$ cat config.mk
export PLATFORM = sky130hd
export DESIGN_NAME = strap_sample_status_pins
export DESIGN_NICKNAME = d
export VERILOG_FILES = /design/src/pkg/strap_pins_pkg.sv /design/src/hdl/strap_capture.sv /design/src/hdl/strap_sample_status_pins.sv
export SDC_FILE = /design/constraint.sdc
export NUM_CORES = 1
export LEC_CHECK = 0
export BUFFER_PORTS_ARGS = -buffer_cell sky130_fd_sc_hd__clkbuf_2
export CAP_MARGIN = 20
export CORE_MARGIN = 2
export CORE_UTILIZATION = 43
export DETAILED_ROUTE_END_ITERATION = 8
export PLACE_DENSITY = 0.79
export SLEW_MARGIN = 20
export SYNTH_ARGS = -nofsm -noshare
export SYNTH_HDL_FRONTEND = slang
export SYNTH_SLANG_ARGS = --single-unit
$ cat constraint.sdc
create_clock -name CLK -period 1.7 [get_ports CLK]
set_input_delay 0.085 -clock CLK [delete_from_list [all_inputs] [get_ports CLK]]
set_output_delay 0.085 -clock CLK [all_outputs]
set_load 0.01 [all_outputs]
$ cat src/pkg/strap_pins_pkg.sv
// package for the dual-purpose strap / status pin block
// assumes a single 100 MHz clock and an AXI4-Lite register port with 32-bit data
package strap_pins_pkg;

  // -----------------------------------------------------------------
  // bus geometry
  // -----------------------------------------------------------------
  localparam int          ADDR_W        = 4;
  localparam int          DATA_W        = 32;
  localparam logic [1:0]  RESP_OKAY     = 2'h0;
  localparam logic [1:0]  RESP_SLVERR   = 2'h2;

  // -----------------------------------------------------------------
  // register byte offsets
  // -----------------------------------------------------------------
  localparam logic [ADDR_W-1:0] OFS_STRAP_STATUS = 4'h0;
  localparam logic [ADDR_W-1:0] OFS_FEATURE_CFG  = 4'h4;
  localparam logic [ADDR_W-1:0] OFS_BATT_CHARGE  = 4'h8;
  localparam logic [ADDR_W-1:0] OFS_LIVE_STATUS  = 4'hc;

  // decoded register index
  typedef enum logic [2:0] {
    IDX_STRAP  = 3'h0,
    IDX_FEAT   = 3'h1,
    IDX_BATT   = 3'h2,
    IDX_LIVE   = 3'h3,
    IDX_NONE   = 3'h7
  } reg_idx_t;

  // -----------------------------------------------------------------
  // field positions
  // -----------------------------------------------------------------
  // strap status (read only)
  localparam int BIT_STRAP_GANGED     = 0;
  localparam int BIT_STRAP_PWR_SW_DIS = 1;
  localparam int BIT_STRAP_SERIAL     = 2;
  localparam int BIT_STRAP_AUTO_DIS   = 3;
  localparam int BIT_STRAP_VALID      = 4;
  // feature configuration (read / write)
  localparam int BIT_FEAT_HS_UPSTREAM_CONNECTED_OUT   = 0;
  localparam int BIT_FEAT_HS_SUSP_OUT = 1;
  // battery charging support (read / write)
  localparam int BIT_BATT_AUTO_DIS    = 0;
  // live status (read only)
  localparam int BIT_LIVE_HS_CONN     = 0;
  localparam int BIT_LIVE_HS_SUSP     = 1;
  localparam int BIT_LIVE_AUTO_ACT    = 2;
  localparam int BIT_LIVE_CDP1        = 3;
  localparam int BIT_LIVE_ADDR1       = 4;
  localparam int BIT_LIVE_ADDR2       = 5;

  // -----------------------------------------------------------------
  // reset values
  // -----------------------------------------------------------------
  localparam logic RST_FEAT_HS_UPSTREAM_CONNECTED_OUT   = 1'b0;
  localparam logic RST_FEAT_HS_SUSP_OUT = 1'b0;
  localparam logic RST_BATT_AUTO_DIS    = 1'b1;

  // -----------------------------------------------------------------
  // strap vector layout
  // -----------------------------------------------------------------
  localparam int STRAP_N       = 4;
  localparam int STRAP_GANG    = 0;
  localparam int STRAP_PWR_DIS = 1;
  localparam int STRAP_SERIAL  = 2;
  localparam int STRAP_AUTO    = 3;

endpackage : strap_pins_pkg

$ cat src/hdl/strap_capture.sv
// one-shot capture of strap pin levels
// assumes the pins are synchronous to CLK and stay undriven by the block until done is high
`timescale 1ns/1ps

module strap_capture
  import strap_pins_pkg::*;
(
  input  wire logic               CLK,
  input  wire logic               RSTN,
  input  wire logic [STRAP_N-1:0] PINS,
  output logic      [STRAP_N-1:0] VALUE,
  output logic                    DONE
);

  typedef struct packed {
    logic [STRAP_N-1:0] value;
    logic               done;
  } cap_state_t;

  cap_state_t cap_r;
  cap_state_t cap_nxt;

  // -----------------------------------------------------------------
  // capture on the first edge after reset release, then freeze
  // -----------------------------------------------------------------
  always_comb begin
    cap_nxt = cap_r;
    if (!cap_r.done) begin
      cap_nxt.value = PINS;
      cap_nxt.done  = 1'b1;
    end
  end

  always_ff @(posedge CLK or negedge RSTN) begin
    if (!RSTN) begin
      cap_r <= '0;
    end else begin
      cap_r <= cap_nxt;
    end
  end

  assign VALUE = cap_r.value;
  assign DONE  = cap_r.done;

endmodule : strap_capture

$ cat src/hdl/strap_sample_status_pins.sv
// strap sampling and status output logic for two dual-purpose hub pins, with an AXI4-Lite register port
// assumes all inputs synchronous to CLK; the bench resolves pin levels from the active-low enables
//
// Implementation choices: the placing of the registers and register access over AXI4-Lite.
`timescale 1ns/1ps

// How it works
// at reset release, gang pin low means per-port, high means ganged, if switching on.
// in SMBus mode the gang pin level becomes slave address bit 2.
// when enabled after reset, gang pin shows high-speed upstream connection.
// board must strap individual power control when battery charging is used.
// at reset release, auto pin low enables automatic charge, high disables it.
// while automatic charge mode is on, port 1 offers no CDP behaviour.
// captured auto pin level seeds the automatic-mode-disable bit.
// when enabled after reset, auto pin shows high-speed upstream suspend.
// serial mode strap high selects I2C master, low selects SMBus slave.
// power switching strap low enables switching, high disables it and gang choice.
// in SMBus mode the power switching strap level becomes slave address bit 1.
// pins stay inputs until straps are captured; drivers turn on only afterwards.
module strap_sample_status_pins
  import strap_pins_pkg::*;
(
  input  wire logic              CLK,
  input  wire logic              RSTN,
  // axi4-lite slave
  input  wire logic [ADDR_W-1:0] AWADDR,
  input  wire logic              AWVALID,
  output logic                   AWREADY,
  input  wire logic [DATA_W-1:0] WDATA,
  input  wire logic [3:0]        WSTRB,
  input  wire logic              WVALID,
  output logic                   WREADY,
  output logic [1:0]             BRESP,
  output logic                   BVALID,
  input  wire logic              BREADY,
  input  wire logic [ADDR_W-1:0] ARADDR,
  input  wire logic              ARVALID,
  output logic                   ARREADY,
  output logic [DATA_W-1:0]      RDATA,
  output logic [1:0]             RRESP,
  output logic                   RVALID,
  input  wire logic              RREADY,
  // dual-purpose pins
  input  wire logic              GANG_PIN_IN,
  output logic                   GANG_PIN_OUT,
  output logic                   GANG_PIN_OE_N,
  input  wire logic              AUTO_PIN_IN,
  output logic                   AUTO_PIN_OUT,
  output logic                   AUTO_PIN_OE_N,
  // other straps
  input  wire logic              SERIAL_PORT_MODE_STRAP,
  input  wire logic              POWER_SWITCHING_DISABLE_STRAP,
  // hub core status
  input  wire logic              HS_UPSTREAM_CONNECTED,
  input  wire logic              HS_UPSTREAM_SUSPENDED,
  input  wire logic              HUB_CONNECTED,
  // hub core controls
  output logic                   STRAPS_VALID,
  output logic                   PORT_POWER_SWITCH_EN,
  output logic                   PORT_POWER_GANGED,
  output logic                   SMBUS_MODE,
  output logic                   SMBUS_ADDR_BIT1_STRAP,
  output logic                   SMBUS_ADDR_BIT2_STRAP,
  output logic                   AUTO_CHARGE_ACTIVE,
  output logic                   PORT1_CDP_ALLOW
);

  // -----------------------------------------------------------------
  // state
  // -----------------------------------------------------------------
  typedef struct packed {
    // write channel
    logic              awready;
    logic              wready;
    logic              aw_held;
    logic              w_held;
    logic [ADDR_W-1:0] waddr;
    logic [7:0]        wbyte;
    logic              wlane0;
    logic              bvalid;
    logic [1:0]        bresp;
    // read channel
    logic              arready;
    logic              rvalid;
    logic [1:0]        rresp;
    logic [DATA_W-1:0] rdata;
    // configuration
    logic              hs_upstream_connected_out_en;
    logic              hs_susp_out_en;
    logic              auto_charge_disable_bit;
    logic              seeded;
    // pins
    logic              gang_out;
    logic              gang_oe_n;
    logic              auto_out;
    logic              auto_oe_n;
    // core controls
    logic              valid;
    logic              pwr_sw_en;
    logic              ganged;
    logic              smbus_mode;
    logic              addr_bit1;
    logic              addr_bit2;
    logic              auto_active;
    logic              cdp1_allow;
  } top_state_t;

  localparam top_state_t TOP_RST = '{
    gang_oe_n               : 1'b1,
    auto_oe_n               : 1'b1,
    hs_upstream_connected_out_en            : RST_FEAT_HS_UPSTREAM_CONNECTED_OUT,
    hs_susp_out_en          : RST_FEAT_HS_SUSP_OUT,
    auto_charge_disable_bit : RST_BATT_AUTO_DIS,
    default                 : '0
  };

  top_state_t st_r;
  top_state_t st_nxt;

  logic [STRAP_N-1:0] strap_val;
  logic               strap_done;

  // -----------------------------------------------------------------
  // strap capture
  // -----------------------------------------------------------------
  strap_capture u_capture (
    .CLK   (CLK),
    .RSTN  (RSTN),
    .PINS  ({AUTO_PIN_IN, SERIAL_PORT_MODE_STRAP, POWER_SWITCHING_DISABLE_STRAP, GANG_PIN_IN}),
    .VALUE (strap_val),
    .DONE  (strap_done)
  );

  // -----------------------------------------------------------------
  // address decode
  // -----------------------------------------------------------------
  function automatic reg_idx_t decode(input logic [ADDR_W-1:0] addr);
    reg_idx_t idx;
    case (addr)
      OFS_STRAP_STATUS: idx = IDX_STRAP;
      OFS_FEATURE_CFG:  idx = IDX_FEAT;
      OFS_BATT_CHARGE:  idx = IDX_BATT;
      OFS_LIVE_STATUS:  idx = IDX_LIVE;
      default:          idx = IDX_NONE;
    endcase
    return idx;
  endfunction : decode

  // -----------------------------------------------------------------
  // next state
  // -----------------------------------------------------------------
  always_comb begin
    st_nxt = st_r;

    // write address and data, taken in either order
    if (AWVALID && st_r.awready) begin
      st_nxt.aw_held = 1'b1;
      st_nxt.waddr   = AWADDR;
    end
    if (WVALID && st_r.wready) begin
      st_nxt.w_held = 1'b1;
      st_nxt.wbyte  = WDATA[7:0];
      st_nxt.wlane0 = WSTRB[0];
    end
    if (st_r.bvalid && BREADY) begin
      st_nxt.bvalid = 1'b0;
    end
    if (st_r.aw_held && st_r.w_held && !st_r.bvalid) begin
      st_nxt.aw_held = 1'b0;
      st_nxt.w_held  = 1'b0;
      st_nxt.bvalid  = 1'b1;
      st_nxt.bresp   = RESP_OKAY;
      case (decode(st_r.waddr))
        IDX_FEAT: begin
          if (st_r.wlane0) begin
            st_nxt.hs_upstream_connected_out_en   = st_r.wbyte[BIT_FEAT_HS_UPSTREAM_CONNECTED_OUT];
            st_nxt.hs_susp_out_en = st_r.wbyte[BIT_FEAT_HS_SUSP_OUT];
          end
        end
        IDX_BATT: begin
          if (st_r.wlane0) begin
            st_nxt.auto_charge_disable_bit = st_r.wbyte[BIT_BATT_AUTO_DIS];
          end
        end
        IDX_STRAP, IDX_LIVE: begin
          st_nxt.bresp = RESP_OKAY;
        end
        default: begin
          st_nxt.bresp = RESP_SLVERR;
        end
      endcase
    end
    st_nxt.awready = !st_nxt.aw_held && !st_nxt.bvalid;
    st_nxt.wready  = !st_nxt.w_held && !st_nxt.bvalid;

    // read channel
    if (st_r.rvalid && RREADY) begin
      st_nxt.rvalid = 1'b0;
    end
    if (ARVALID && st_r.arready) begin
      st_nxt.rvalid = 1'b1;
      st_nxt.rresp  = RESP_OKAY;
      st_nxt.rdata  = '0;
      case (decode(ARADDR))
        IDX_STRAP: begin
          st_nxt.rdata[BIT_STRAP_GANGED]     = strap_val[STRAP_GANG];
          st_nxt.rdata[BIT_STRAP_PWR_SW_DIS] = strap_val[STRAP_PWR_DIS];
          st_nxt.rdata[BIT_STRAP_SERIAL]     = strap_val[STRAP_SERIAL];
          st_nxt.rdata[BIT_STRAP_AUTO_DIS]   = strap_val[STRAP_AUTO];
          st_nxt.rdata[BIT_STRAP_VALID]      = st_r.valid;
        end
        IDX_FEAT: begin
          st_nxt.rdata[BIT_FEAT_HS_UPSTREAM_CONNECTED_OUT]   = st_r.hs_upstream_connected_out_en;
          st_nxt.rdata[BIT_FEAT_HS_SUSP_OUT] = st_r.hs_susp_out_en;
        end
        IDX_BATT: begin
          st_nxt.rdata[BIT_BATT_AUTO_DIS] = st_r.auto_charge_disable_bit;
        end
        IDX_LIVE: begin
          st_nxt.rdata[BIT_LIVE_HS_CONN]  = HS_UPSTREAM_CONNECTED;
          st_nxt.rdata[BIT_LIVE_HS_SUSP]  = HS_UPSTREAM_SUSPENDED;
          st_nxt.rdata[BIT_LIVE_AUTO_ACT] = st_r.auto_active;
          st_nxt.rdata[BIT_LIVE_CDP1]     = st_r.cdp1_allow;
          st_nxt.rdata[BIT_LIVE_ADDR1]    = st_r.addr_bit1;
          st_nxt.rdata[BIT_LIVE_ADDR2]    = st_r.addr_bit2;
        end
        default: begin
          st_nxt.rresp = RESP_SLVERR;
        end
      endcase
    end
    st_nxt.arready = !st_nxt.rvalid;

    // seed the battery charging bit once, from the captured level
    if (strap_done && !st_r.seeded) begin
      st_nxt.auto_charge_disable_bit = strap_val[STRAP_AUTO];
      st_nxt.seeded                  = 1'b1;
    end

    // strap-derived controls, held low until the straps are known
    st_nxt.valid      = strap_done;
    st_nxt.pwr_sw_en  = strap_done && !strap_val[STRAP_PWR_DIS];
    // gang choice only counts while switching is enabled
    st_nxt.ganged     = strap_done && !strap_val[STRAP_PWR_DIS] && strap_val[STRAP_GANG];
    st_nxt.smbus_mode = strap_done && !strap_val[STRAP_SERIAL];
    st_nxt.addr_bit1  = strap_done && !strap_val[STRAP_SERIAL] && strap_val[STRAP_PWR_DIS];
    st_nxt.addr_bit2  = strap_done && !strap_val[STRAP_SERIAL] && strap_val[STRAP_GANG];

    // automatic charge mode
    st_nxt.auto_active = st_r.seeded && !st_r.auto_charge_disable_bit && !HUB_CONNECTED;
    st_nxt.cdp1_allow  = st_r.seeded && st_r.auto_charge_disable_bit;

    // status outputs on the dual-purpose pins
    st_nxt.gang_out  = HS_UPSTREAM_CONNECTED;
    st_nxt.gang_oe_n = !(strap_done && st_r.hs_upstream_connected_out_en);
    st_nxt.auto_out  = HS_UPSTREAM_SUSPENDED;
    st_nxt.auto_oe_n = !(strap_done && st_r.hs_susp_out_en);
  end

  // -----------------------------------------------------------------
  // state register
  // -----------------------------------------------------------------
  always_ff @(posedge CLK or negedge RSTN) begin
    if (!RSTN) begin
      st_r <= TOP_RST;
    end else begin
      st_r <= st_nxt;
    end
  end

  // -----------------------------------------------------------------
  // outputs
  // -----------------------------------------------------------------
  assign AWREADY               = st_r.awready;
  assign WREADY                = st_r.wready;
  assign BVALID                = st_r.bvalid;
  assign BRESP                 = st_r.bresp;
  assign ARREADY               = st_r.arready;
  assign RVALID                = st_r.rvalid;
  assign RRESP                 = st_r.rresp;
  assign RDATA                 = st_r.rdata;
  assign GANG_PIN_OUT          = st_r.gang_out;
  assign GANG_PIN_OE_N         = st_r.gang_oe_n;
  assign AUTO_PIN_OUT          = st_r.auto_out;
  assign AUTO_PIN_OE_N         = st_r.auto_oe_n;
  assign STRAPS_VALID          = st_r.valid;
  assign PORT_POWER_SWITCH_EN  = st_r.pwr_sw_en;
  assign PORT_POWER_GANGED     = st_r.ganged;
  assign SMBUS_MODE            = st_r.smbus_mode;
  assign SMBUS_ADDR_BIT1_STRAP = st_r.addr_bit1;
  assign SMBUS_ADDR_BIT2_STRAP = st_r.addr_bit2;
  assign AUTO_CHARGE_ACTIVE    = st_r.auto_active;
  assign PORT1_CDP_ALLOW       = st_r.cdp1_allow;

endmodule : strap_sample_status_pins

Word level (Yosys, flattened, before mapping)
Index checks and enable logic that the tools add are counted.
{"block": "classes", "addsub": 0, "n_mul": 0, "div": 0, "n_lt_le_gt_ge": 0, "n_eq_ne": 12, "shifts": 0, "mux": 21, "bitwise": 0, "reduce_logical": 43}
{"cell": "$mux 35", "n": 1}
{"cell": "$pmux 3 s4", "n": 2}
{"cell": "$logic_and 1x1->1", "n": 20}
{"cell": "$eq 4x4->1 const B", "n": 4}
{"cell": "$eq 3x2->1 const B", "n": 4}
{"cell": "$logic_not 1->1", "n": 12}
{"cell": "$mux 3", "n": 3}
{"cell": "$eq 4x3->1 const B", "n": 2}
{"cell": "$logic_not 4->1", "n": 2}
{"cell": "$mux 1", "n": 8}
{"cell": "$mux 2", "n": 4}
{"cell": "$reduce_or 4->1", "n": 2}
{"cell": "$eq 3x1->1 const B", "n": 2}
{"cell": "$logic_not 3->1", "n": 2}
{"cell": "$pmux 3 s2", "n": 1}
{"cell": "$reduce_and 3->1", "n": 2}
{"cell": "$reduce_bool 2->1", "n": 3}
{"cell": "$pmux 1 s4", "n": 1}
{"cell": "$pmux 1 s3", "n": 1}
{"block": "totals", "regBits": 45, "latchBits": 0, "ram_bits": 0, "mem_bits_ro": 0, "input_bits": 58, "output_inout_bits": 53, "word_cells": 107, "mem_count": 0}

Logic depth before layout (Yosys ltp)
{"block": "logic_depth", "ltp_word": 9, "mapped_depth": 4, "depth_no_buf": 3}

By module
From an unflattened synthesis, not the netlist that was laid out.
{"block": "hier_totals", "cells_unflattened": 164, "area_unflattened_um2": 1940.6}
{"module": "strap_sample_status_pins", "instances": 1, "cells_per_inst": 154, "area_per_inst_um2": 1766.7, "seq_area_each_um2": 954.7}
{"module": "strap_capture", "instances": 1, "cells_per_inst": 10, "area_per_inst_um2": 173.9, "seq_area_each_um2": 125.1}

Worst setup path before layout
OpenSTA, ideal clock, no wires.
{"block": "synth_timing", "path_kind": "reg2reg", "from": "register st_r, in the netlist BVALID", "to": "register st_r[14] (netlist name)", "arrival_ns": 1.149, "required_time_ns": 1.575, "setup_slack_ns": 0.425, "stages_incl_launch_ff": 5, "synth_period_minus_slack_ns": 1.275, "path_cell_list": "dfrtp_1 -> and3b_1 -> buf_4 -> nand4b_4 -> mux2_4"}
{"block": "synth_between", "elab_chain_cells": 3}
{"item": "start: declaration", "line_no": "strap_sample_status_pins.sv:117", "rtl": "top_state_t st_r;"}
{"item": "start signal: assignment", "line_no": "strap_sample_status_pins.sv:267", "rtl": "st_r <= st_nxt;"}
{"item": "$logic_not 1->1", "line_no": "strap_sample_status_pins.sv:168", "rtl": "if (st_r.aw_held && st_r.w_held && !st_r.bvalid) begin"}
{"item": "$logic_and 1x1->1", "line_no": "strap_sample_status_pins.sv:168"}
{"item": "$reduce_and 3->1 (no source line)"}
No other way between the ends.
A chain may end at the register's enable or synchronous reset.

Worst setup path in the final report
{"block": "layout_timing", "from": "register st_r[65] (netlist name)", "to": "register st_r[14] (netlist name)"}
{"block": "layout_between", "elab_chain_cells": 5, "word_cells_on_any_way": 8, "cone_classes": "eq/ne (4); mux (2); reduce/logical (2)"}
{"item": "$eq 4x4->1 (tied with other cells)", "line_no": "strap_sample_status_pins.sv:139", "rtl": "case (addr)"}
{"item": "$pmux 3 s4 *", "line_no": "strap_sample_status_pins.sv:139"}
{"item": "$mux 3 *", "line_no": "strap_sample_status_pins.sv:168"}
{"item": "$eq 3x1->1 *", "line_no": "strap_sample_status_pins.sv:173", "rtl": "case (decode(st_r.waddr))"}
{"item": "$reduce_and 3->1 (no source line) *"}
Every way passes the cells marked *; elsewhere a longest branch is shown, timed or not. The select of a mux whose other input is x is not followed.

==> flow_summary.json <==
{
  "outcome": "completed",
  "die_h_um": 71.1,
  "grt_use_total_pct": 13.8,
  "hold_buffers": 7,
  "fin_area_sq_um": 2240,
  "core_area_sq_um": 4350,
  "grt.met1_usage_pct": 16.7,
  "cts_resized": 0,
  "fin_setup_tns_ns": 0,
  "syn_to_final_growth_pct": 15.8,
  "hold_depth": 2,
  "ys_top_cells_by_area": "dfrtp_1 52%, buf_4 14%, mux2_2 6.4%",
  "layout.nets": 270,
  "drt_pre_antenna_iters": 4,
  "path_cells": "nor3b_4 > nand4b_4 > mux2_4",
  "cap_violations": 0,
  "place_area_sq_um": 2080,
  "r2r-end": "st_r[14]",
  "yosysTopAreaCellShare_pct": 51.8,
  "antenna_found_initial": 0,
  "fin_skew_ns": 0.00658,
  "worstHoldPathType": "in2reg",
  "drt-total-wl_um": 3040,
  "critPathLaunchType": "register",
  "top_usage_layer": "met2",
  "crit_path_max_incr_delay_ns": 0.42,
  "place_hpwl_um": 2320,
  "drc": 0,
  "io_buffers": 49,
  "finalPower_w": 0.00280,
  "largest-register": "st_r",
  "avgSynthCellArea_sq_um": 12.2,
  "power_density_nw_per_um2": 1250,
  "relSlewSlack_pct": 61.1,
  "dieArea_sq_um": 5050,
  "clk_pin_slew_ns": 0.08,
  "r2r_start": "st_r[65]",
  "yosysUniqueCellTypes": 31,
  "worst_pin_slew_ns": 0.578,
  "ios": 111,
  "finalMaxSlewViolations": 0,
  "cts_setup_buffers": 0,
  "cts_buffers": 5,
  "fin_crit_sh_pct": 74.2,
  "min_period_ns": 1.26,
  "cpMaxStageDelayCell": "dfrtp_1",
  "tritoncts": "built",
  "viasPerCell": 4.46,
  "htreeDepth": 2,
  "die_w_um": 71.1,
  "holdWs_ns": 0.0155,
  "ir_drop_uv": 816,
  "clk_path_buf_depth": 2,
  "vias": 1183,
  "grt_start_max_net_pins": 44,
  "synthCells": 158,
  "ant_nets": 0,
  "gr-total-overflow": 0,
  "fp-row-count": 24,
  "critical_path_arrival_ns": 1.45,
  "max_freq_mhz": 792,
  "cp.required_ns": 1.89,
  "drt_iter0_drc": 39,
  "synth_area_sq_um": 1930,
  "largest_reg_flops": 13,
  "p_leak_nw": 1.12,
  "path_class": "reg2reg",
  "worst_setup_path_end_kind": "register",
  "hold_path_end": "u_capture.VALUE[2]",
  "clockRootBuffer": "clkbuf_8",
  "start_util_pct": 44.4,
  "setup_viol_count_final": 0,
  "cp_max_fo": 3,
  "n_antenna_cell": 0,
  "clk_latency_ns": 0.30,
  "yosys_warnings": 0,
  "yosysTopAreaCell": "dfrtp_1",
  "rsz0062_at_grt": "no",
  "globalplace.congestion": 0.769,
  "grt_util_met2_pct": 21.5,
  "use_met3_pct": 3.85,
  "grt_pass1_wl_um": 5190,
  "first_global_vias": 1139,
  "finalHoldViolCount": 0,
  "cts_sinks": 43,
  "ys_seq_area_share_pct": 55.9,
  "drive_gt1_share_pct": 39.4,
  "post_drt_wl_per_cell_um": 11.5,
  "fin_util_pct": 51.4,
  "synth_seq_cells": 43,
  "reg2reg_depth": 3,
  "reg2reg_slack_ns": 0.44,
  "hp-start": "SERIAL_PORT_MODE_STRAP"
}
-- report_power, final --
group          switching, W  leakage, nW  internal [W]  total (W)
Clock              0.000355       0.0402      0.000286   0.000640
Sequential         0.000181        0.521       0.00129    0.00147
Combinational      0.000324        0.563      0.000370   0.000693
Total              0.000859         1.12       0.00194    0.00280
-- worst max-delay path: cells and delay by family, from the launching register on --
family,cells,cell delay (ns)
mux,1,0.31
simple gates,2,0.43
flops,1,0.42
-- layout by cell type, fill, tap and decap left out, types with 2 or more instances in the layout --
cell	Yosys	final
nand2b_1	2	2
dfstp_2	3	3
buf_4	37	3
conb_1	2	29
inv_1	3	3
nand2_1	10	10
a22oi_1	3	3
clkbuf_2	0	49
dlygate4sd3_1	0	7
a22o_1	2	2
clkinvlp_4	0	2
or2_2	2	2
clkbuf_8	0	5
nor2_1	6	6
mux2_4	3	3
o21ai_0	2	2
nor2b_1	6	6
mux2_2	11	11
o21ai_1	3	3
dfrtp_1	40	40
nor3_1	2	2
and2_1	4	4
a21oi_1	4	4
-- area by class of cell --
cell class,count,area (sq um)
Clock buffer,5,68.8
Clock inverter,3,20.0
Fill cell,409,2120
Inverter,3,11.3
Multi-Input combinational cell,100,656
Sequential cell,43,1080
Tap cell,52,65.1
Timing Repair Buffer,59,338
-- Yosys cell counts (all sizes together) --
master,count
dfrtp,40
buf,39
mux2,14
nand2,10
nor2,6
nor2b,6
o21ai,5
a21oi,4
and2,4
a22oi,3
dfstp,3
inv,3
a22o,2
conb,2
nand2b,2
nor3,2
nor3b,2
or2,2
a31o,1
a31oi,1
a32o,1
and3b,1
and4bb,1
mux4,1
nand4,1
nand4b,1
nor4,1
-- through the flow --
stage | setup slack, ns | std cells
final | 0.438 | 265
after global routing | 0.379 | 265
after CTS | 0.421 | 265
after detailed placement | 0.432 | 250
after global placement | 0.442 | 250
after floorplan | 0.425 | 185
-- worst max-delay path by stage --
stage                         from       end  slack [ns]  depth (start not counted)
after floorplan             BVALID  st_r[14]        0.43                          4
after global placement    st_r[65]  st_r[15]        0.44                          3
after detailed placement  st_r[65]  st_r[14]        0.43                          3
after CTS                 st_r[65]  st_r[14]        0.42                          3
after global routing        BVALID  st_r[13]        0.38                          4
final                     st_r[65]  st_r[14]        0.44                          3
-- metal layers --
| metal | wire (um) | vias to the layer above |
|---|---|---|
| met3 | 255 | 10 |
| met5 | 0 | - |
| met4 | 98 | 0 |
| li1 | - | 569 |
| met1 | 1300 | 540 |
| met2 | 1390 | 64 |
-- cells by family after synthesis --
logic type             count (synthesis)  share of synthesized area (%)
flip-flops                            43                           55.9
buffers and inverters                 42                           15.5
other                                  2                          0.388
AO/OA/AOI/OAI                         17                           5.70
AND/OR/NAND/NOR                       39                           12.7
multiplexers                          15                           9.90
No activity file was read; power rests on OpenSTA's default activity.
